<file path="src/rtl/afh_regs.vh">
// Register map, field positions, reset values and codes of the audio frame header framer
// Operation
// - Transport frame: two header octets, then payload
// - Header octet one: MSB zero, seven-bit kind
// - Slot index 0..3 in top two bits
// - Rate index low five bits, bit six zero
// - Kinds 0..13: rate index zero, 20 ms
// - Kind 14 marks lost audio
// - Kind 15 empty, duration from rate index
// - Undefined kind: discard frame, flag erased
// - Silence suppression only with kinds 0..8
// - Payload from octet three, MSB first
// - Payload count fixed by frame kind
// - Storage header: top three bits zero
// - Storage superframe for kinds 10..13, 16..47
// - Superframe payload is four frame counts
// - Kind and rate change at superframe bounds
// - Storage unit duration derived from rate
// - Kinds 16..47 core/stereo, 48..127 reserved
// - Rate indices 1..13 map 12800..38400 Hz
`ifndef AFH_REGS_VH
`define AFH_REGS_VH
// ==========================================================
// Register byte offsets
`define AFH_OFS_CTRL 8'h00
`define AFH_OFS_TX_HDR 8'h04
`define AFH_OFS_TX_GO 8'h08
`define AFH_OFS_STATUS 8'h0c
`define AFH_OFS_RX_HDR 8'h10
`define AFH_OFS_RX_DUR 8'h14
`define AFH_OFS_TX_SLOT 8'h18
// ==========================================================
// Field positions
`define AFH_CTRL_STORAGE 0
`define AFH_CTRL_SILENCE 1
`define AFH_HDR_KIND_LSB 0
`define AFH_HDR_RATE_LSB 8
`define AFH_RXH_SLOT_LSB 8
`define AFH_RXH_RATE_LSB 16
`define AFH_ST_BUSY 0
`define AFH_ST_ERASED 1
`define AFH_ST_LOST 2
`define AFH_ST_CFGERR 3
`define AFH_ST_RXEMPTY 4
// ==========================================================
// Reset values
`define AFH_CTRL_RST 2'h0
`define AFH_TX_HDR_RST 13'h0000
// ==========================================================
// Frame kind codes and limits
`define AFH_KIND_LOST 7'h0e
`define AFH_KIND_EMPTY 7'h0f
`define AFH_KIND_LEG_LAST 7'h0d
`define AFH_KIND_SIL_LAST 7'h08
`define AFH_KIND_RESVD 7'h30
`define AFH_SUPER_FRAMES 3'h4
`define AFH_SLOT_LAST 2'h3
// AXI responses
`define AFH_RESP_OKAY 2'h0
`define AFH_RESP_DECERR 2'h3
`endif

</file>
<file path="src/rtl/afh_kind_info.v">
// Frame kind decoder: payload octet count, superframe use and validity
`include "afh_regs.vh"
`timescale 1ns/1ps
`default_nettype none
module afh_kind_info #(
  parameter [127:0] LEGACY_LEN = 128'h0 // Octets per legacy kind 0..15, 8 bits each
) (
  input wire [6:0] kind,
  input wire storage,
  output reg [8:0] len,
  output reg is_super,
  output reg valid
);
  reg [7:0] per_frame; // Octets of one frame
  // ==========================================================
  // Per-frame octet table
  always @*
  begin
    per_frame = 8'h00;
    valid = 1'b1;
    if (kind < 7'h10)
      per_frame = LEGACY_LEN[{kind[3:0], 3'h0} +: 8];
    else
    begin
      case (kind)
        7'h10: per_frame = 8'd26;
        7'h11: per_frame = 8'd30;
        7'h12: per_frame = 8'd34;
        7'h13, 7'h1c: per_frame = 8'd38;
        7'h14: per_frame = 8'd42;
        7'h15, 7'h22: per_frame = 8'd48;
        7'h16: per_frame = 8'd52;
        7'h17, 7'h28: per_frame = 8'd60;
        7'h18: per_frame = 8'd31;
        7'h19: per_frame = 8'd32;
        7'h1a: per_frame = 8'd35;
        7'h1b: per_frame = 8'd36;
        7'h1d: per_frame = 8'd40;
        7'h1e: per_frame = 8'd41;
        7'h1f: per_frame = 8'd43;
        7'h20: per_frame = 8'd45;
        7'h21: per_frame = 8'd46;
        7'h23: per_frame = 8'd50;
        7'h24: per_frame = 8'd51;
        7'h25: per_frame = 8'd53;
        7'h26: per_frame = 8'd56;
        7'h27: per_frame = 8'd58;
        7'h29: per_frame = 8'd64;
        7'h2a: per_frame = 8'd65;
        7'h2b: per_frame = 8'd67;
        7'h2c: per_frame = 8'd72;
        7'h2d: per_frame = 8'd74;
        7'h2e: per_frame = 8'd75;
        7'h2f: per_frame = 8'd80;
        default: valid = 1'b0; // Reserved kinds
      endcase
    end
    // Superframe kinds: 10..13 and 16..47
    is_super = ((kind >= 7'h0a) && (kind <= 7'h0d)) ||
               ((kind >= 7'h10) && (kind < `AFH_KIND_RESVD));
    // Storage superframe carries four frames; legacy lengths must stay below 128
    if (storage && is_super)
      len = {per_frame[6:0], 2'b00};
    else
      len = {1'b0, per_frame};
  end
endmodule
`default_nettype wire

</file>
<file path="src/rtl/afh_rate_info.v">
// Rate index decoder: unit duration in 10 us steps
`timescale 1ns/1ps
`default_nettype none
module afh_rate_info (
  input wire [4:0] rate,
  input wire legacy,
  input wire storage,
  output reg [15:0] dur
);
  // ==========================================================
  // Superframe duration is 80 ms scaled by 25600 Hz over rate
  always @*
  begin
    case (rate)
      5'd1: dur = 16'd16000;
      5'd2: dur = 16'd14222;
      5'd3: dur = 16'd12800;
      5'd4: dur = 16'd12000;
      5'd5: dur = 16'd10667;
      5'd6: dur = 16'd9600;
      5'd7: dur = 16'd8533;
      5'd8: dur = 16'd8000;
      5'd9: dur = 16'd7111;
      5'd10: dur = 16'd6400;
      5'd11: dur = 16'd6000;
      5'd12: dur = 16'd5689;
      5'd13: dur = 16'd5333;
      default: dur = 16'd8000;
    endcase
    // Legacy kinds always last one 20 ms frame
    if (legacy || rate == 5'd0)
      dur = 16'd2000;
    else if (!storage)
      dur = {2'b00, dur[15:2]}; // One frame is a quarter superframe
  end
endmodule
`default_nettype wire

</file>
<file path="src/rtl/afh_framer.v">
// Audio frame header framer and parser with AXI4-Lite control
`include "afh_regs.vh"
`timescale 1ns/1ps
`default_nettype none
module afh_framer #(
  parameter [127:0] LEGACY_LEN = 128'h0 // Octets per legacy kind 0..15
) (
  input wire sys_clk,
  input wire resetn,
  input wire [7:0] s_axi_awaddr,
  input wire s_axi_awvalid,
  output reg s_axi_awready,
  input wire [31:0] s_axi_wdata,
  input wire [3:0] s_axi_wstrb,
  input wire s_axi_wvalid,
  output reg s_axi_wready,
  output reg [1:0] s_axi_bresp,
  output reg s_axi_bvalid,
  input wire s_axi_bready,
  input wire [7:0] s_axi_araddr,
  input wire s_axi_arvalid,
  output reg s_axi_arready,
  output reg [31:0] s_axi_rdata,
  output reg [1:0] s_axi_rresp,
  output reg s_axi_rvalid,
  input wire s_axi_rready,
  input wire [7:0] tx_pay_data,
  input wire tx_pay_valid,
  output reg tx_pay_ready,
  output reg [7:0] tx_out_data,
  output reg tx_out_valid,
  input wire tx_out_ready,
  output reg tx_out_last,
  input wire [7:0] rx_in_data,
  input wire rx_in_valid,
  output reg rx_in_ready,
  input wire rx_in_last,
  output reg [7:0] rx_pay_data,
  output reg rx_pay_valid,
  input wire rx_pay_ready,
  output reg rx_pay_last
);
  // ==========================================================
  // States
  localparam [1:0] ST_IDLE = 2'd0; // Framer waiting / parser at header one
  localparam [1:0] ST_HDR2 = 2'd1; // Second header octet
  localparam [1:0] ST_PAY = 2'd2; // Payload octets
  localparam [1:0] ST_DROP = 2'd3; // Parser discarding

  reg rst_meta_r; // Reset synchroniser stage one
  reg rst_n_r; // Synchronised reset
  reg [1:0] ctrl_r; // Storage mode and silence suppression
  reg [12:0] tx_hdr_r; // Requested kind and rate index
  reg [4:0] status_r; // Busy plus sticky flags
  reg aw_have_r; // Write address held
  reg w_have_r; // Write data held
  reg [7:0] aw_addr_r; // Held write address
  reg [31:0] w_data_r; // Held write data
  reg [3:0] w_strb_r; // Held byte strobes
  reg go_r; // Framer start pulse
  reg [4:0] sticky_set; // Hardware set requests
  reg [4:0] sticky_clr; // Software clear requests
  // Framer state
  reg [1:0] tx_st_r;
  reg [8:0] tx_rem_r; // Payload octets left
  reg [1:0] slot_r; // Superframe slot index
  reg [6:0] sf_kind_r; // Kind held over a superframe
  reg [4:0] sf_rate_r; // Rate held over a superframe
  reg [7:0] tx_hdr2_r; // Second header octet to send
  reg tx_super_r; // Unit belongs to a superframe
  // Parser state
  reg [1:0] rx_st_r;
  reg [6:0] rx_kind_r; // Received kind
  reg [1:0] rx_slot_r; // Received slot index
  reg [4:0] rx_rate_r; // Received rate index
  reg rx_bad_r; // Header one was malformed
  reg [8:0] rx_rem_r; // Payload octets left

  wire [6:0] tx_kind; // Kind used for this unit
  wire [4:0] tx_rate; // Rate used for this unit
  wire [8:0] tx_len;
  wire tx_super;
  wire tx_kvalid;
  wire [8:0] rx_len;
  wire rx_kvalid;
  wire [15:0] rx_dur;
  wire wr_fire; // Register write happens
  wire tx_out_fire; // Output octet taken
  wire rx_in_fire; // Input octet taken
  wire rx_pay_fire; // Parsed octet taken
  wire [6:0] rx_kind_now; // Kind seen in header one

  // ==========================================================
  // Reset release through two flip-flops
  always @(posedge sys_clk or negedge resetn)
  begin
    if (!resetn)
    begin
      rst_meta_r <= 1'b0;
      rst_n_r <= 1'b0;
    end
    else
    begin
      rst_meta_r <= 1'b1;
      rst_n_r <= rst_meta_r;
    end
  end

  // ==========================================================
  // Kind and rate decoders
  // Within a superframe the first slot's kind and rate stay in force
  assign tx_kind = (slot_r != 2'd0) ? sf_kind_r : tx_hdr_r[6:0];
  assign tx_rate = (slot_r != 2'd0) ? sf_rate_r : tx_hdr_r[12:8];
  assign rx_kind_now = rx_in_data[6:0];

  afh_kind_info #(.LEGACY_LEN(LEGACY_LEN)) u_tx_kind (
    .kind(tx_kind),
    .storage(ctrl_r[`AFH_CTRL_STORAGE]),
    .len(tx_len),
    .is_super(tx_super),
    .valid(tx_kvalid)
  );

  afh_kind_info #(.LEGACY_LEN(LEGACY_LEN)) u_rx_kind (
    .kind(rx_kind_r),
    .storage(ctrl_r[`AFH_CTRL_STORAGE]),
    .len(rx_len),
    .is_super(),
    .valid(rx_kvalid)
  );

  afh_rate_info u_rx_rate (
    .rate(rx_rate_r),
    .legacy(rx_kind_r <= `AFH_KIND_LEG_LAST),
    .storage(ctrl_r[`AFH_CTRL_STORAGE]),
    .dur(rx_dur)
  );

  assign wr_fire = aw_have_r && w_have_r && !s_axi_bvalid;
  assign tx_out_fire = tx_out_valid && tx_out_ready;
  assign rx_in_fire = rx_in_valid && rx_in_ready;
  assign rx_pay_fire = rx_pay_valid && rx_pay_ready;

  // ==========================================================
  // AXI4-Lite write channel: address and data in either order
  always @(posedge sys_clk or negedge rst_n_r)
  begin
    if (!rst_n_r)
    begin
      s_axi_awready <= 1'b0;
      s_axi_wready <= 1'b0;
      s_axi_bvalid <= 1'b0;
      s_axi_bresp <= `AFH_RESP_OKAY;
      aw_have_r <= 1'b0;
      w_have_r <= 1'b0;
      aw_addr_r <= 8'h00;
      w_data_r <= 32'h0;
      w_strb_r <= 4'h0;
      ctrl_r <= `AFH_CTRL_RST;
      tx_hdr_r <= `AFH_TX_HDR_RST;
      go_r <= 1'b0;
    end
    else
    begin
      go_r <= 1'b0;
      // Ready only while the slot for that channel is free
      s_axi_awready <= !aw_have_r && !(s_axi_awvalid && s_axi_awready);
      s_axi_wready <= !w_have_r && !(s_axi_wvalid && s_axi_wready);
      if (s_axi_awvalid && s_axi_awready)
      begin
        aw_have_r <= 1'b1;
        aw_addr_r <= s_axi_awaddr;
      end
      if (s_axi_wvalid && s_axi_wready)
      begin
        w_have_r <= 1'b1;
        w_data_r <= s_axi_wdata;
        w_strb_r <= s_axi_wstrb;
      end
      // Both halves present: commit and answer
      if (wr_fire)
      begin
        s_axi_bvalid <= 1'b1;
        s_axi_bresp <= `AFH_RESP_OKAY;
        case (aw_addr_r)
          `AFH_OFS_CTRL:
            ctrl_r <= w_strb_r[0] ? w_data_r[1:0] : ctrl_r;
          `AFH_OFS_TX_HDR:
            // Each field lives in one byte lane; bit 7 always reads zero
            tx_hdr_r <= {w_strb_r[1] ? w_data_r[12:8] : tx_hdr_r[12:8], 1'b0,
                         w_strb_r[0] ? w_data_r[6:0] : tx_hdr_r[6:0]};
          `AFH_OFS_TX_GO:
            go_r <= w_strb_r[0] && w_data_r[0];
          `AFH_OFS_STATUS:
            go_r <= 1'b0;
          default:
            s_axi_bresp <= `AFH_RESP_DECERR;
        endcase
      end
      if (s_axi_bvalid && s_axi_bready)
      begin
        s_axi_bvalid <= 1'b0;
        aw_have_r <= 1'b0;
        w_have_r <= 1'b0;
      end
    end
  end

  // ==========================================================
  // AXI4-Lite read channel: data one cycle after the address
  always @(posedge sys_clk or negedge rst_n_r)
  begin
    if (!rst_n_r)
    begin
      s_axi_arready <= 1'b0;
      s_axi_rvalid <= 1'b0;
      s_axi_rdata <= 32'h0;
      s_axi_rresp <= `AFH_RESP_OKAY;
    end
    else
    begin
      s_axi_arready <= !s_axi_rvalid && !(s_axi_arvalid && s_axi_arready);
      if (s_axi_arvalid && s_axi_arready)
      begin
        s_axi_rvalid <= 1'b1;
        s_axi_rresp <= `AFH_RESP_OKAY;
        case (s_axi_araddr)
          `AFH_OFS_CTRL: s_axi_rdata <= {30'h0, ctrl_r};
          `AFH_OFS_TX_HDR: s_axi_rdata <= {19'h0, tx_hdr_r};
          `AFH_OFS_TX_GO: s_axi_rdata <= {31'h0, status_r[`AFH_ST_BUSY]};
          `AFH_OFS_STATUS: s_axi_rdata <= {27'h0, status_r};
          `AFH_OFS_RX_HDR: s_axi_rdata <= {11'h0, rx_rate_r, 6'h0, rx_slot_r, 1'b0, rx_kind_r};
          `AFH_OFS_RX_DUR: s_axi_rdata <= {16'h0, rx_dur};
          `AFH_OFS_TX_SLOT: s_axi_rdata <= {30'h0, slot_r};
          default:
          begin
            s_axi_rdata <= 32'h0;
            s_axi_rresp <= `AFH_RESP_DECERR;
          end
        endcase
      end
      else if (s_axi_rvalid && s_axi_rready)
        s_axi_rvalid <= 1'b0;
    end
  end

  // ==========================================================
  // Status flags: set by hardware wins over write-one-to-clear
  always @*
  begin
    sticky_clr = 5'h0;
    if (wr_fire && aw_addr_r == `AFH_OFS_STATUS && w_strb_r[0])
      sticky_clr = {w_data_r[4:1], 1'b0};
  end

  always @(posedge sys_clk or negedge rst_n_r)
  begin
    if (!rst_n_r)
      status_r <= 5'h0;
    else
    begin
      status_r[4:1] <= (status_r[4:1] & ~sticky_clr[4:1]) | sticky_set[4:1];
      status_r[`AFH_ST_BUSY] <= (tx_st_r != ST_IDLE) || tx_out_valid;
    end
  end

  // ==========================================================
  // Framer: header one, header two, then the payload
  always @(posedge sys_clk or negedge rst_n_r)
  begin
    if (!rst_n_r)
    begin
      tx_st_r <= ST_IDLE;
      tx_rem_r <= 9'h0;
      slot_r <= 2'd0;
      sf_kind_r <= 7'h0;
      sf_rate_r <= 5'h0;
      tx_hdr2_r <= 8'h00;
      tx_super_r <= 1'b0;
      tx_out_data <= 8'h00;
      tx_out_valid <= 1'b0;
      tx_out_last <= 1'b0;
      tx_pay_ready <= 1'b0;
    end
    else
    begin
      case (tx_st_r)
        ST_IDLE:
          // Refuse reserved kinds and misused silence suppression
          if (go_r && tx_kvalid && !(ctrl_r[`AFH_CTRL_SILENCE] &&
              tx_kind > `AFH_KIND_SIL_LAST))
          begin
            tx_out_data <= {1'b0, tx_kind};
            tx_out_valid <= 1'b1;
            tx_out_last <= 1'b0;
            tx_rem_r <= tx_len;
            sf_kind_r <= tx_kind;
            sf_rate_r <= (tx_kind <= `AFH_KIND_LEG_LAST) ? 5'h0 : tx_rate;
            tx_super_r <= tx_super;
            if (ctrl_r[`AFH_CTRL_STORAGE])
              tx_hdr2_r <= {3'b000, (tx_kind <= `AFH_KIND_LEG_LAST) ? 5'h0 : tx_rate};
            else
              tx_hdr2_r <= {(tx_super ? slot_r : 2'd0), 1'b0,
                            (tx_kind <= `AFH_KIND_LEG_LAST) ? 5'h0 : tx_rate};
            tx_st_r <= ST_HDR2;
          end
        ST_HDR2:
          if (tx_out_fire)
          begin
            tx_out_data <= tx_hdr2_r;
            tx_out_last <= (tx_rem_r == 9'h0);
            tx_st_r <= ST_PAY;
          end
        ST_PAY:
          if (tx_out_fire)
          begin
            tx_out_valid <= 1'b0;
            tx_out_last <= 1'b0;
            if (tx_rem_r == 9'h0)
            begin
              tx_st_r <= ST_IDLE;
              // Slot advances inside transport superframes only
              if (!ctrl_r[`AFH_CTRL_STORAGE] && tx_super_r)
                slot_r <= slot_r + 2'd1;
              else
                slot_r <= 2'd0;
            end
            else
              tx_pay_ready <= 1'b1;
          end
          else if (tx_pay_valid && tx_pay_ready)
          begin
            // Payload octets pass unchanged, first bit in the MSB
            tx_out_data <= tx_pay_data;
            tx_out_valid <= 1'b1;
            tx_out_last <= (tx_rem_r == 9'h1);
            tx_rem_r <= tx_rem_r - 9'h1;
            tx_pay_ready <= 1'b0;
          end
        default:
          tx_st_r <= ST_IDLE;
      endcase
    end
  end

  // ==========================================================
  // Parser: header checks, payload forwarding, frame discard
  always @(posedge sys_clk or negedge rst_n_r)
  begin
    if (!rst_n_r)
    begin
      rx_st_r <= ST_IDLE;
      rx_kind_r <= 7'h0;
      rx_slot_r <= 2'd0;
      rx_rate_r <= 5'h0;
      rx_bad_r <= 1'b0;
      rx_rem_r <= 9'h0;
      rx_in_ready <= 1'b0;
      rx_pay_data <= 8'h00;
      rx_pay_valid <= 1'b0;
      rx_pay_last <= 1'b0;
    end
    else
    begin
      case (rx_st_r)
        ST_IDLE:
        begin
          rx_in_ready <= 1'b1;
          if (rx_in_fire)
          begin
            rx_kind_r <= rx_kind_now;
            rx_bad_r <= rx_in_data[7];
            rx_st_r <= rx_in_last ? ST_IDLE : ST_HDR2;
          end
        end
        ST_HDR2:
          if (rx_in_fire)
          begin
            rx_slot_r <= ctrl_r[`AFH_CTRL_STORAGE] ? 2'd0 : rx_in_data[7:6];
            // Rate index is ignored for legacy kinds
            rx_rate_r <= (rx_kind_r <= `AFH_KIND_LEG_LAST) ? 5'h0 : rx_in_data[4:0];
            rx_rem_r <= rx_len;
            if (rx_bad_r || !rx_kvalid ||
                (ctrl_r[`AFH_CTRL_STORAGE] && rx_in_data[7:5] != 3'b000))
            begin
              rx_in_ready <= !rx_in_last;
              rx_st_r <= rx_in_last ? ST_IDLE : ST_DROP;
            end
            else if (rx_len == 9'h0)
              rx_st_r <= ST_IDLE;
            else
            begin
              rx_in_ready <= 1'b1;
              rx_st_r <= ST_PAY;
            end
          end
        ST_PAY:
          if (rx_pay_fire)
          begin
            rx_pay_valid <= 1'b0;
            rx_pay_last <= 1'b0;
            rx_in_ready <= (rx_rem_r != 9'h0);
            if (rx_rem_r == 9'h0)
              rx_st_r <= ST_IDLE;
          end
          else if (rx_in_fire)
          begin
            rx_pay_data <= rx_in_data;
            rx_pay_valid <= 1'b1;
            rx_pay_last <= (rx_rem_r == 9'h1);
            rx_rem_r <= rx_rem_r - 9'h1;
            rx_in_ready <= 1'b0;
          end
        ST_DROP:
          // Discard everything up to the frame's last octet
          if (rx_in_fire && rx_in_last)
            rx_st_r <= ST_IDLE;
        default:
          rx_st_r <= ST_IDLE;
      endcase
    end
  end

  // ==========================================================
  // Event sources for the sticky status bits
  always @*
  begin
    sticky_set = 5'h0;
    if (rx_st_r == ST_HDR2 && rx_in_fire)
    begin
      sticky_set[`AFH_ST_ERASED] = rx_bad_r || !rx_kvalid ||
        (ctrl_r[`AFH_CTRL_STORAGE] && rx_in_data[7:5] != 3'b000);
      sticky_set[`AFH_ST_LOST] = (rx_kind_r == `AFH_KIND_LOST);
      sticky_set[`AFH_ST_RXEMPTY] = (rx_kind_r == `AFH_KIND_EMPTY);
    end
    if (tx_st_r == ST_IDLE && go_r)
      sticky_set[`AFH_ST_CFGERR] = !tx_kvalid || (ctrl_r[`AFH_CTRL_SILENCE] &&
        tx_kind > `AFH_KIND_SIL_LAST);
  end
endmodule
`default_nettype wire

</file>
<file path="config.mk">
export PLATFORM = sky130hd
export DESIGN_NAME = afh_framer
export DESIGN_NICKNAME = d
export VERILOG_FILES = /design/src/rtl/afh_kind_info.v /design/src/rtl/afh_rate_info.v /design/src/rtl/afh_framer.v
export VERILOG_INCLUDE_DIRS = /design/src /design/src/rtl
export SDC_FILE = /design/constraint.sdc
export NUM_CORES = 1
export LEC_CHECK = 0
export BUFFER_PORTS_ARGS = -buffer_cell sky130_fd_sc_hd__buf_4
export CORE_MARGIN = 1
export CORE_UTILIZATION = 43
export DETAILED_ROUTE_END_ITERATION = 10
export HOLD_SLACK_MARGIN = 0.05
export PLACE_DENSITY = 0.71
export SYNTH_ARGS = -nofsm -noshare
export SYNTH_HDL_FRONTEND = slang
export SYNTH_SLANG_ARGS = --single-unit
</file>
<file path="constraint.sdc">
create_clock -name sys_clk -period 9.1 [get_ports sys_clk]
set_input_delay 0.455 -clock sys_clk [delete_from_list [all_inputs] [get_ports sys_clk]]
set_output_delay 0.455 -clock sys_clk [all_outputs]
set_load 0.03 [all_outputs]
</file>
==> metrics.json, run 1 <==
{
  "placementRows": 52,
  "routedWlPerCell_um": 16.56,
  "ys.warnings.count": 0,
  "drc": 0,
  "netlist-cell-type-count": 68,
  "dieWidth_um": 145.3,
  "route.antenna.remaining_nets": 0,
  "synthAdderAreaFrac_pct": 2.977,
  "synthSimpleGateAreaFrac_pct": 17.85,
  "p_seq_share_pct": 36.4,
  "cts.htree.levels": 4,
  "most-common-layout-cells": "sky130_fd_sc_hd__dfrtp_1, sky130_fd_sc_hd__nand2_1, sky130_fd_sc_hd__buf_4",
  "min_path_type": "input pin to flip-flop",
  "drive_above_1_share_pct": 20.45,
  "power.share.combinational_pct": 41.9,
  "mostFrequentLayoutCell": "sky130_fd_sc_hd__dfrtp_1",
  "multiInputGateArea_mm2": 0.004684,
  "grt_first_pass_wirelength_mm": 36.47,
  "power.density_mw_per_mm2": 290.2,
  "final-setup-viol-count": 0,
  "cts-buffers-inserted": 17,
  "ys_ff_latch": 148,
  "area_growth_syn_to_layout_pct": 16.31,
  "post_cts.repair.setup_buffers": 0,
  "irDropWorstVdd_mv": 0.1603,
  "drt-vias-per-instance": 5.746,
  "tritoncts": "yes",
  "async_set_or_reset_register_ratio_after_synthesis_pct": 100.0,
  "core_area_mm2": 0.02017,
  "crit_family": "compound AO/OA/AOI/OAI gates",
  "timing.hold.worst.start": "s_axi_arvalid",
  "layout_min_cycle_time_ns": 4.220,
  "die_height_um": 145.3,
  "start_util_pct": 43.75,
  "dpl_worst_slack_ns": 4.957,
  "synth_mux_area_share_pct": 10.32,
  "final_nets": 1164,
  "worstSetupPathType": "flip-flop to flip-flop",
  "portBuffers": 107,
  "ys.flop_type": "sky130_fd_sc_hd__dfrtp_1",
  "path_buf_inv": 2,
  "power.switching_fraction_pct": 41.97,
  "synthesis.instances": 987,
  "finalSetupTns_ns": 0,
  "dr.pass1.iters": 7,
  "r2r-start": "slot_r[0]$_DFFE_PN0P_",
  "grt.total_usage_pct": 21.40,
  "critical_path_cell_with_the_highest_stage_delay": "sky130_fd_sc_hd__o31ai_4",
  "gp_congestion": 0.8711,
  "cts.reportedPaths.clkPinSlew_ns": 0.06,
  "finish.utilization_pct": 50.89,
  "synthesis.area_mm2": 0.008825,
  "report.final.hold_viol_count": 0,
  "number_of_synthesized_flops_with_an_enable_pin": 0,
  "initial_antenna_violation_count": 0,
  "dieArea_mm2": 0.02110,
  "final_critical_path_share_of_the_clock_period_pct": 46.38,
  "average_instance_area_after_synthesis_um2": 8.941,
  "run_status": "completed",
  "cp-startpoint": "slot_r[0]$_DFFE_PN0P_",
  "n_antenna_cell": 0,
  "max_cap_violations": 0,
  "pin_count_of_the_biggest_net_entering_global_routing": 81,
  "clock_tree.buffer_depth": 2,
  "worstPathRequired_ns": 9.43,
  "route.vias.total": 7734,
  "grt_setup_unrepaired": "false",
  "leakage_uw": 0.004558,
  "internal_power_uw": 1728,
  "worst_clock_skew_ns": 0.008543,
  "power.clock.fraction_pct": 21.7,
  "timing.critical_path.from_type": "flip-flop",
  "grt_remaining_overflow": 0,
  "clock_tree.root_cell": "sky130_fd_sc_hd__clkbuf_16",
  "final_max_slew_viol_count": 0,
  "worstPathArrival_ns": 4.55,
  "kind_of_capture_point_of_the_worst_setup_path": "flip-flop",
  "dr.first_iter.drc_count": 663,
  "design.portCount": 143,
  "synthesized_area_fraction_occupied_by_ao_oa_aoi_and_oai_cells_pct": 20.74,
  "grt_pass1_vias": 7092,
  "fillerInstances": 1885,
  "max_slew.worst_pin.slew_ns": 1.097,
  "fmax_ghz": 0.2369,
  "worst-path-max-fanout": 30,
  "final-seq-area_mm2": 0.003707,
  "postLayoutSetupSlackWorst_ns": 4.880,
  "xor_xnor_cell_area_share_of_the_yosys_netlist_pct": 0.5955,
  "cpPeakStageDelay_ns": 0.80,
  "drt-total-wl_mm": 22.29,
  "timing.slew.headroom_pct": 26.26,
  "synth-seq-area-share_pct": 41.97,
  "clk_latency_ns": 0.43,
  "place.detailed.hpwl_mm": 15.89,
  "synth_top_family_by_area": "compound AO/OA/AOI/OAI gates",
  "clock_sinks": 148,
  "total_switching_power_uw": 1250,
  "worstPathCellList": "inv_1, ha_1, buf_4, mux2i_1, nor2_2, a221o_1, a2111o_2, o31ai_4, nand2b_1, nor3_1, nor4_1"
}
-- synthesized netlist by cell type, types with 3 or more instances --
| cell | n | share of area (%) |
|---|---|---|
| sky130_fd_sc_hd__a211oi_1 | 11 | 0.94 |
| sky130_fd_sc_hd__dfrtp_1 | 148 | 42 |
| sky130_fd_sc_hd__o31ai_1 | 8 | 0.68 |
| sky130_fd_sc_hd__and2_1 | 6 | 0.43 |
| sky130_fd_sc_hd__nand3_1 | 29 | 1.6 |
| sky130_fd_sc_hd__o22ai_1 | 13 | 0.92 |
| sky130_fd_sc_hd__or2_2 | 3 | 0.21 |
| sky130_fd_sc_hd__o21ai_0 | 77 | 4.4 |
| sky130_fd_sc_hd__ha_1 | 21 | 3.0 |
| sky130_fd_sc_hd__o221ai_1 | 3 | 0.30 |
| sky130_fd_sc_hd__a31oi_1 | 9 | 0.64 |
| sky130_fd_sc_hd__o32ai_1 | 3 | 0.30 |
| sky130_fd_sc_hd__a22oi_1 | 12 | 1.0 |
| sky130_fd_sc_hd__nor2_1 | 66 | 2.8 |
| sky130_fd_sc_hd__buf_1 | 4 | 0.17 |
| sky130_fd_sc_hd__buf_2 | 4 | 0.23 |
| sky130_fd_sc_hd__nand2_1 | 146 | 6.2 |
| sky130_fd_sc_hd__a221oi_1 | 11 | 1.1 |
| sky130_fd_sc_hd__mux2_4 | 11 | 1.9 |
| sky130_fd_sc_hd__nor2b_1 | 7 | 0.50 |
| sky130_fd_sc_hd__a22o_1 | 15 | 1.5 |
| sky130_fd_sc_hd__nor4b_1 | 3 | 0.30 |
| sky130_fd_sc_hd__nand4_1 | 4 | 0.28 |
| sky130_fd_sc_hd__mux2_2 | 52 | 6.6 |
| sky130_fd_sc_hd__inv_1 | 35 | 1.5 |
| sky130_fd_sc_hd__nor3_1 | 23 | 1.3 |
| sky130_fd_sc_hd__and3_1 | 6 | 0.43 |
| sky130_fd_sc_hd__o211ai_1 | 9 | 0.77 |
| sky130_fd_sc_hd__nand2b_1 | 11 | 0.78 |
| sky130_fd_sc_hd__o21a_1 | 4 | 0.34 |
| sky130_fd_sc_hd__nor3b_1 | 11 | 0.94 |
| sky130_fd_sc_hd__mux2i_1 | 16 | 1.8 |
| sky130_fd_sc_hd__a21oi_1 | 83 | 4.7 |
| sky130_fd_sc_hd__clkbuf_1 | 42 | 1.8 |
| sky130_fd_sc_hd__xor2_1 | 4 | 0.40 |
| sky130_fd_sc_hd__or3_1 | 7 | 0.50 |
| sky130_fd_sc_hd__buf_4 | 18 | 1.5 |
| sky130_fd_sc_hd__nor4_1 | 10 | 0.71 |
-- per-layer routing --
metal  vias to the layer above  GRT usage (%)  wire, um
met1                      3713          31.33     10660
li1                       3694              -         -
met4                         0          6.474       307
met5                         -              0         0
met2                       296          31.47      9631
met3                        31          4.623      1690
-- cell families (layout without fill, tap and decap cells) --
logic type / count (synthesis) / count (layout)
AND/OR/NAND/NOR: 341 / 341
AO/OA/AOI/OAI: 285 / 285
flip-flops: 148 / 148
buffers and inverters: 105 / 182
multiplexers: 79 / 79
adder cells (fa/ha/maj): 21 / 21
XOR/XNOR: 6 / 6
other: 2 / 14
-- power groups by stage --
| stage | clock (uW) | combinational [uW] | sequential [uW] |
|---|---|---|---|
| detailed placement | 0 | 1230 | 1090 |
| global placement | 0 | 1210 | 1080 |
| CTS | 655 | 1240 | 1080 |
| global route | 680 | 1380 | 1120 |
| finish | 647 | 1250 | 1080 |
| floorplan | 0 | 937 | 1060 |
-- stage by stage --
stage	hold slack [ns]	cells	area, um2	total power, uW
after floorplan	0.1594	999	8870	1999
after global placement	0.2376	1313	9717	2293
after detailed placement	0.2382	1313	9717	2321
after CTS	0.1965	1346	10260	2973
after global routing	0.2035	1346	10260	3175
final	0.2049	1346	10260	2979
-- registers in the layout, summed over array words and instances, names as in the netlist, 2 cells and up --
register / flops
s_axi_rdata: 19
rx_kind_r: 7
status_r: 5
w_strb_r: 2
sf_kind_r: 7
tx_out_data: 8
ctrl_r: 2
tx_st_r: 2
sf_rate_r: 4
rx_rate_r: 5
tx_hdr_r: 12
rx_rem_r: 9
slot_r: 2
tx_rem_r: 9
rx_pay_data: 8
tx_hdr2_r: 3
aw_addr_r: 8
w_data_r: 12
rx_st_r: 2
rx_slot_r: 2
-- what timing repair did --
| action | in CTS | in global routing |
|---|---|---|
| hold buffers | 1 | 0 |
| hold endpoints to repair | 2 | 0 |
| resized for setup | 0 | 0 |
| endpoints found under the setup margin | 0 | 0 |
-- path summary, 6_finish.rpt --
path / depth (start not counted) / slack (ns) / endpoint
setup / recovery: 11 / 4.88 / tx_rem_r[3]$_DFFE_PN0P_
hold / removal: 2 / 0.20 / s_axi_arready$_DFF_PN0_
setup reg to reg: 11 / 4.88 / tx_rem_r[3]$_DFFE_PN0P_
hold reg to reg: 0 / 0.36 / rst_n_r$_DFF_PN0_
max in group asynchronous: 1 / 7.16 / tx_rem_r[0]$_DFFE_PN0P_
min in group asynchronous: 2 / 0.34 / rst_n_r$_DFF_PN0_
-- final cells by class --
class,instances,share of cell area (%)
multi-input cells,746,45.64
flip-flops and latches,148,36.12
repair buffers,115,8.436
clock buffers,21,4.486
well taps,270,3.291
inverters,35,1.280
clock inverters,11,0.7436
Note: power is estimated with default switching activity, not from simulation.
==> inputs of run 2 (changes only) <==
==> constraint.sdc (replaced) <==
create_clock -name sys_clk -period 3.9 [get_ports sys_clk]
set_input_delay 0.195 -clock sys_clk [delete_from_list [all_inputs] [get_ports sys_clk]]
set_output_delay 0.195 -clock sys_clk [all_outputs]
set_load 0.03 [all_outputs]
==> run 2 against run 1 <==
  * First-iteration DRC count decreased by 8.9%
  * Final cell count increased by 4.3%
  * Die area unchanged
  * Core utilization increased by 3.3 points
  * Critical endpoint is now tx_st_r[0]$_DFFE_PN0P_
  * Clock power increased to 2.8 times the previous value
  * Setup slack got worse by 4.6 ns
  * Clock skew increased by 0.0023 ns
  * Largest cell class unchanged
  * Largest power group unchanged
  * Register-to-register slack got worse by 4.6 ns
  * Routed wire length increased by 4.2%
  * Flip-flop and latch count unchanged
==> metrics.json, run 2 (synthesized netlist as in run 1, its figures left out) <==
{
  "run_status": "completed",
  "n_antenna_cell": {"value": 0, "change": "unchanged"},
  "r2r_setup_slack": {"value": 0.28, "unit": "ns", "change": "-4.60 ns"},
  "drive_above_1_share": {"value": 21.43, "unit": "%", "change": "+0.98 points"},
  "clk_latency": {"value": 0.43, "unit": "ns", "change": "about the same"},
  "worst_clock_skew": {"value": 0.01089, "unit": "ns", "change": "+0.002347 ns"},
  "dr.first_iter.drc_count": {"value": 604, "change": "-8.9%"},
  "power.share.combinational": {"value": 40.7, "unit": "%", "change": "-1.2 points"},
  "routedWlPerCell": {"value": 16.55, "unit": "um", "change": "about the same"},
  "irDropWorstVdd": {"value": 0.3987, "unit": "mV", "change": "+150%"},
  "area_growth_syn_to_layout_pct": 23.75,
  "largest_registers": "s_axi_rdata: 19 flops, tx_hdr_r: 12 flops, w_data_r: 12 flops",
  "timing.slew.headroom": {"value": 20.18, "unit": "%", "change": "-6.1 points"},
  "worstSetupPathType": "flip-flop to flip-flop",
  "final_max_slew_viol_count": {"value": 0, "change": "unchanged"},
  "layout_min_cycle_time": {"value": 3.624, "unit": "ns", "change": "-0.5963 ns"},
  "largest_register": "s_axi_rdata",
  "drt-total-wl": {"value": 23.24, "unit": "mm", "change": "+4.2%"},
  "route.vias.total": {"value": 7889, "change": "+2.0%"},
  "final_nets": {"value": 1222, "change": "+5.0%"},
  "crit_family": "compound AO/OA/AOI/OAI gates",
  "rr_endpoint": "tx_st_r[0]$_DFFE_PN0P_",
  "total_switching_power": {"value": 2970, "unit": "uW", "change": "+140%"},
  "clock_tree.root_cell": "sky130_fd_sc_hd__clkbuf_16",
  "initial_antenna_violation_count": {"value": 0, "change": "unchanged"},
  "fillerInstances": {"value": 1836, "change": "-2.6%"},
  "gp_congestion": {"value": 0.8773, "change": "+0.71%"},
  "clock_sinks": {"value": 148, "change": "unchanged"},
  "portBuffers": {"value": 107, "change": "unchanged"},
  "start_util": {"value": 43.75, "unit": "%", "change": "unchanged"},
  "drt-vias-per-instance": {"value": 5.619, "change": "-2.2%"},
  "dieWidth": {"value": 145.3, "unit": "um", "change": "unchanged"},
  "dieArea": {"value": 0.02110, "unit": "mm2", "change": "unchanged"},
  "grt_pass1_vias": {"value": 7605, "change": "+7.2%"},
  "finalSetupTns": {"value": 0, "unit": "ns", "change": "unchanged"},
  "worstPathArrival": {"value": 3.94, "unit": "ns", "change": "-0.61 ns"},
  "report.final.hold_viol_count": {"value": 0, "change": "unchanged"},
  "power.clock.fraction": {"value": 25.0, "unit": "%", "change": "+3.3 points"},
  "crit_top_cell": "sky130_fd_sc_hd__buf_4",
  "final_critical_path_share_of_the_clock_period": {"value": 92.93, "unit": "%", "change": "+47 points"},
  "number_of_flip_flops_in_the_largest_register": {"value": 19, "change": "unchanged"},
  "leakage": {"value": 0.004866, "unit": "uW", "change": "+6.8%"},
  "r2r-start": "slot_r[0]$_DFFE_PN0P_",
  "max_slew.worst_pin.slew": {"value": 1.185, "unit": "ns", "change": "+0.08816 ns"},
  "design.portCount": {"value": 143, "change": "unchanged"},
  "mostFrequentLayoutCell": "sky130_fd_sc_hd__dfrtp_1",
  "worstPathRequired": {"value": 4.22, "unit": "ns", "change": "-5.21 ns"},
  "grt_remaining_overflow": {"value": 0, "change": "unchanged"},
  "min_path_type": "input pin to async pin",
  "critical_path_cell_with_the_highest_stage_delay": "sky130_fd_sc_hd__ha_1",
  "kind_of_capture_point_of_the_worst_setup_path": "flip-flop",
  "cts.reportedPaths.clkPinSlew": {"value": 0.07, "unit": "ns", "change": "about the same"},
  "drc": {"value": 0, "change": "unchanged"},
  "multiInputGateArea": {"value": 0.004684, "unit": "mm2", "change": "unchanged"},
  "power.density": {"value": 673.3, "unit": "mW/mm2", "change": "+130%"},
  "post_cts.repair.setup_buffers": {"value": 0, "change": "unchanged"},
  "cpPeakStageDelay": {"value": 0.54, "unit": "ns", "change": "-0.26 ns"},
  "pin_count_of_the_biggest_net_entering_global_routing": {"value": 68, "change": "-16%"},
  "tritoncts": "yes",
  "cts-buffers-inserted": {"value": 17, "change": "unchanged"},
  "place.detailed.hpwl": {"value": 16.37, "unit": "mm", "change": "+3.0%"},
  "path_buf_inv": {"value": 3, "change": "+1"},
  "internal_power": {"value": 4383, "unit": "uW", "change": "+150%"},
  "final-seq-area": {"value": 0.003707, "unit": "mm2", "change": "unchanged"},
  "power.switching_fraction": {"value": 40.39, "unit": "%", "change": "-1.6 points"},
  "route.antenna.remaining_nets": {"value": 0, "change": "unchanged"},
  "die_height": {"value": 145.3, "unit": "um", "change": "unchanged"},
  "worst-path-max-fanout": {"value": 16, "change": "-47%"},
  "r2r_cells": {"value": 12, "change": "+1"},
  "core_area": {"value": 0.02017, "unit": "mm2", "change": "unchanged"},
  "final-setup-viol-count": {"value": 0, "change": "unchanged"},
  "most-common-layout-cells": "sky130_fd_sc_hd__dfrtp_1, sky130_fd_sc_hd__nand2_1, sky130_fd_sc_hd__buf_4",
  "p_seq_share": {"value": 34.4, "unit": "%", "change": "-2.0 points"},
  "grt.total_usage": {"value": 22.73, "unit": "%", "change": "+1.3 points"},
  "placementRows": {"value": 52, "change": "unchanged"},
  "dpl_worst_slack": {"value": 0.3095, "unit": "ns", "change": "-4.647 ns"},
  "cts.htree.levels": {"value": 4, "change": "unchanged"},
  "finish.utilization": {"value": 54.14, "unit": "%", "change": "+3.3 points"},
  "dr.pass1.iters": {"value": 6, "change": "-1"},
  "clock_tree.buffer_depth": {"value": 2, "change": "unchanged"},
  "fmax": {"value": 0.2759, "unit": "GHz", "change": "+16%"},
  "worstPathCellList": "inv_1, ha_1, buf_4, nand2b_1, o21ai_0, a221o_1, a2111o_2, o31ai_4, buf_4, and2_1, nor2_1, mux2_4",
  "grt_first_pass_wirelength": {"value": 38.81, "unit": "mm", "change": "+6.4%"},
  "grt_setup_unrepaired": "false",
  "postLayoutSetupSlackWorst": {"value": 0.2759, "unit": "ns", "change": "-4.604 ns"},
  "max_cap_violations": {"value": 0, "change": "unchanged"},
  "timing.critical_path.from_type": "flip-flop"
}
-- run 2: timing repair --
| item | in CTS | in global routing |
|---|---|---|
| endpoints found under the hold margin | 54 | 0 |
| gates resized for setup | 0 | 0 |
| hold buffers | 37 | 0 |
-- run 2: worst max path at each step --
stage	start	end	slack, ns	cells past startpoint
6_report	slot_r[0]$_DFFE_PN0P_	tx_st_r[0]$_DFFE_PN0P_	0.28	12
5_1_grt	slot_r[1]$_DFFE_PN0P_	tx_rem_r[5]$_DFFE_PN0P_	0.005	12
4_1_cts	slot_r[0]$_DFFE_PN0P_	tx_rem_r[5]$_DFFE_PN0P_	0.28	12
3_5_place_dp	slot_r[0]$_DFFE_PN0P_	tx_rem_r[5]$_DFFE_PN0P_	0.31	12
3_3_place_gp	slot_r[0]$_DFFE_PN0P_	tx_st_r[1]$_DFFE_PN0P_	0.37	11
2_1_floorplan	slot_r[0]$_DFFE_PN0P_	tx_out_data[0]$_DFFE_PN0P_	0.77	11
-- run 2: area by class of cell --
cell class | count | area share (%)
Sequential cell | 148 | 33.95
Timing Repair Buffer | 173 | 12.86
Inverter | 35 | 1.203
Tap cell | 270 | 3.093
Multi-Input combinational cell | 746 | 42.90
Clock inverter | 14 | 2.074
Clock buffer | 18 | 3.930
-- run 2: power groups by stage --
stage | Clock, uW | Sequential, uW | Combinational, uW
global placement | 0 | 2510 | 2870
CTS | 1860 | 2510 | 2970
detailed placement | 0 | 2530 | 2920
global route | 1920 | 2600 | 3300
finish | 1840 | 2530 | 2990
floorplan | 0 | 2480 | 2190
-- run 2: worst register-to-register path, delay by kind of cell (launching register included) --
family                     cells  cell delay, ns
AOI/OAI and AO/OA              4            1.26
adders and majority gates      1            0.54
buffers and inverters          3            0.52
DFF                            1            0.40
muxes                          1            0.31
and+or+nand+nor                3            0.49
-- run 2: per-layer routing --
metal  routed length [um]  track usage [%]  share of wire, %
met1                11290            32.77                49
met3                 1263            4.717               5.4
met4                  303            5.684               1.3
met5                    0                0                 0
met2                10380            34.71                45
-- run 2: metrics by stage --
stage | total power, uW | instances | hold WS (ns) | instance area (um2)
2_1_floorplan | 4663 | 999 | -0.1006 | 8871
5_1_grt | 7824 | 1404 | 0.07130 | 10920
4_1_cts | 7342 | 1404 | 0.07432 | 10920
3_5_place_dp | 5449 | 1335 | -0.01990 | 9894
6_report | 7353 | 1404 | 0.09034 | 10920
3_3_place_gp | 5384 | 1335 | -0.02150 | 9894
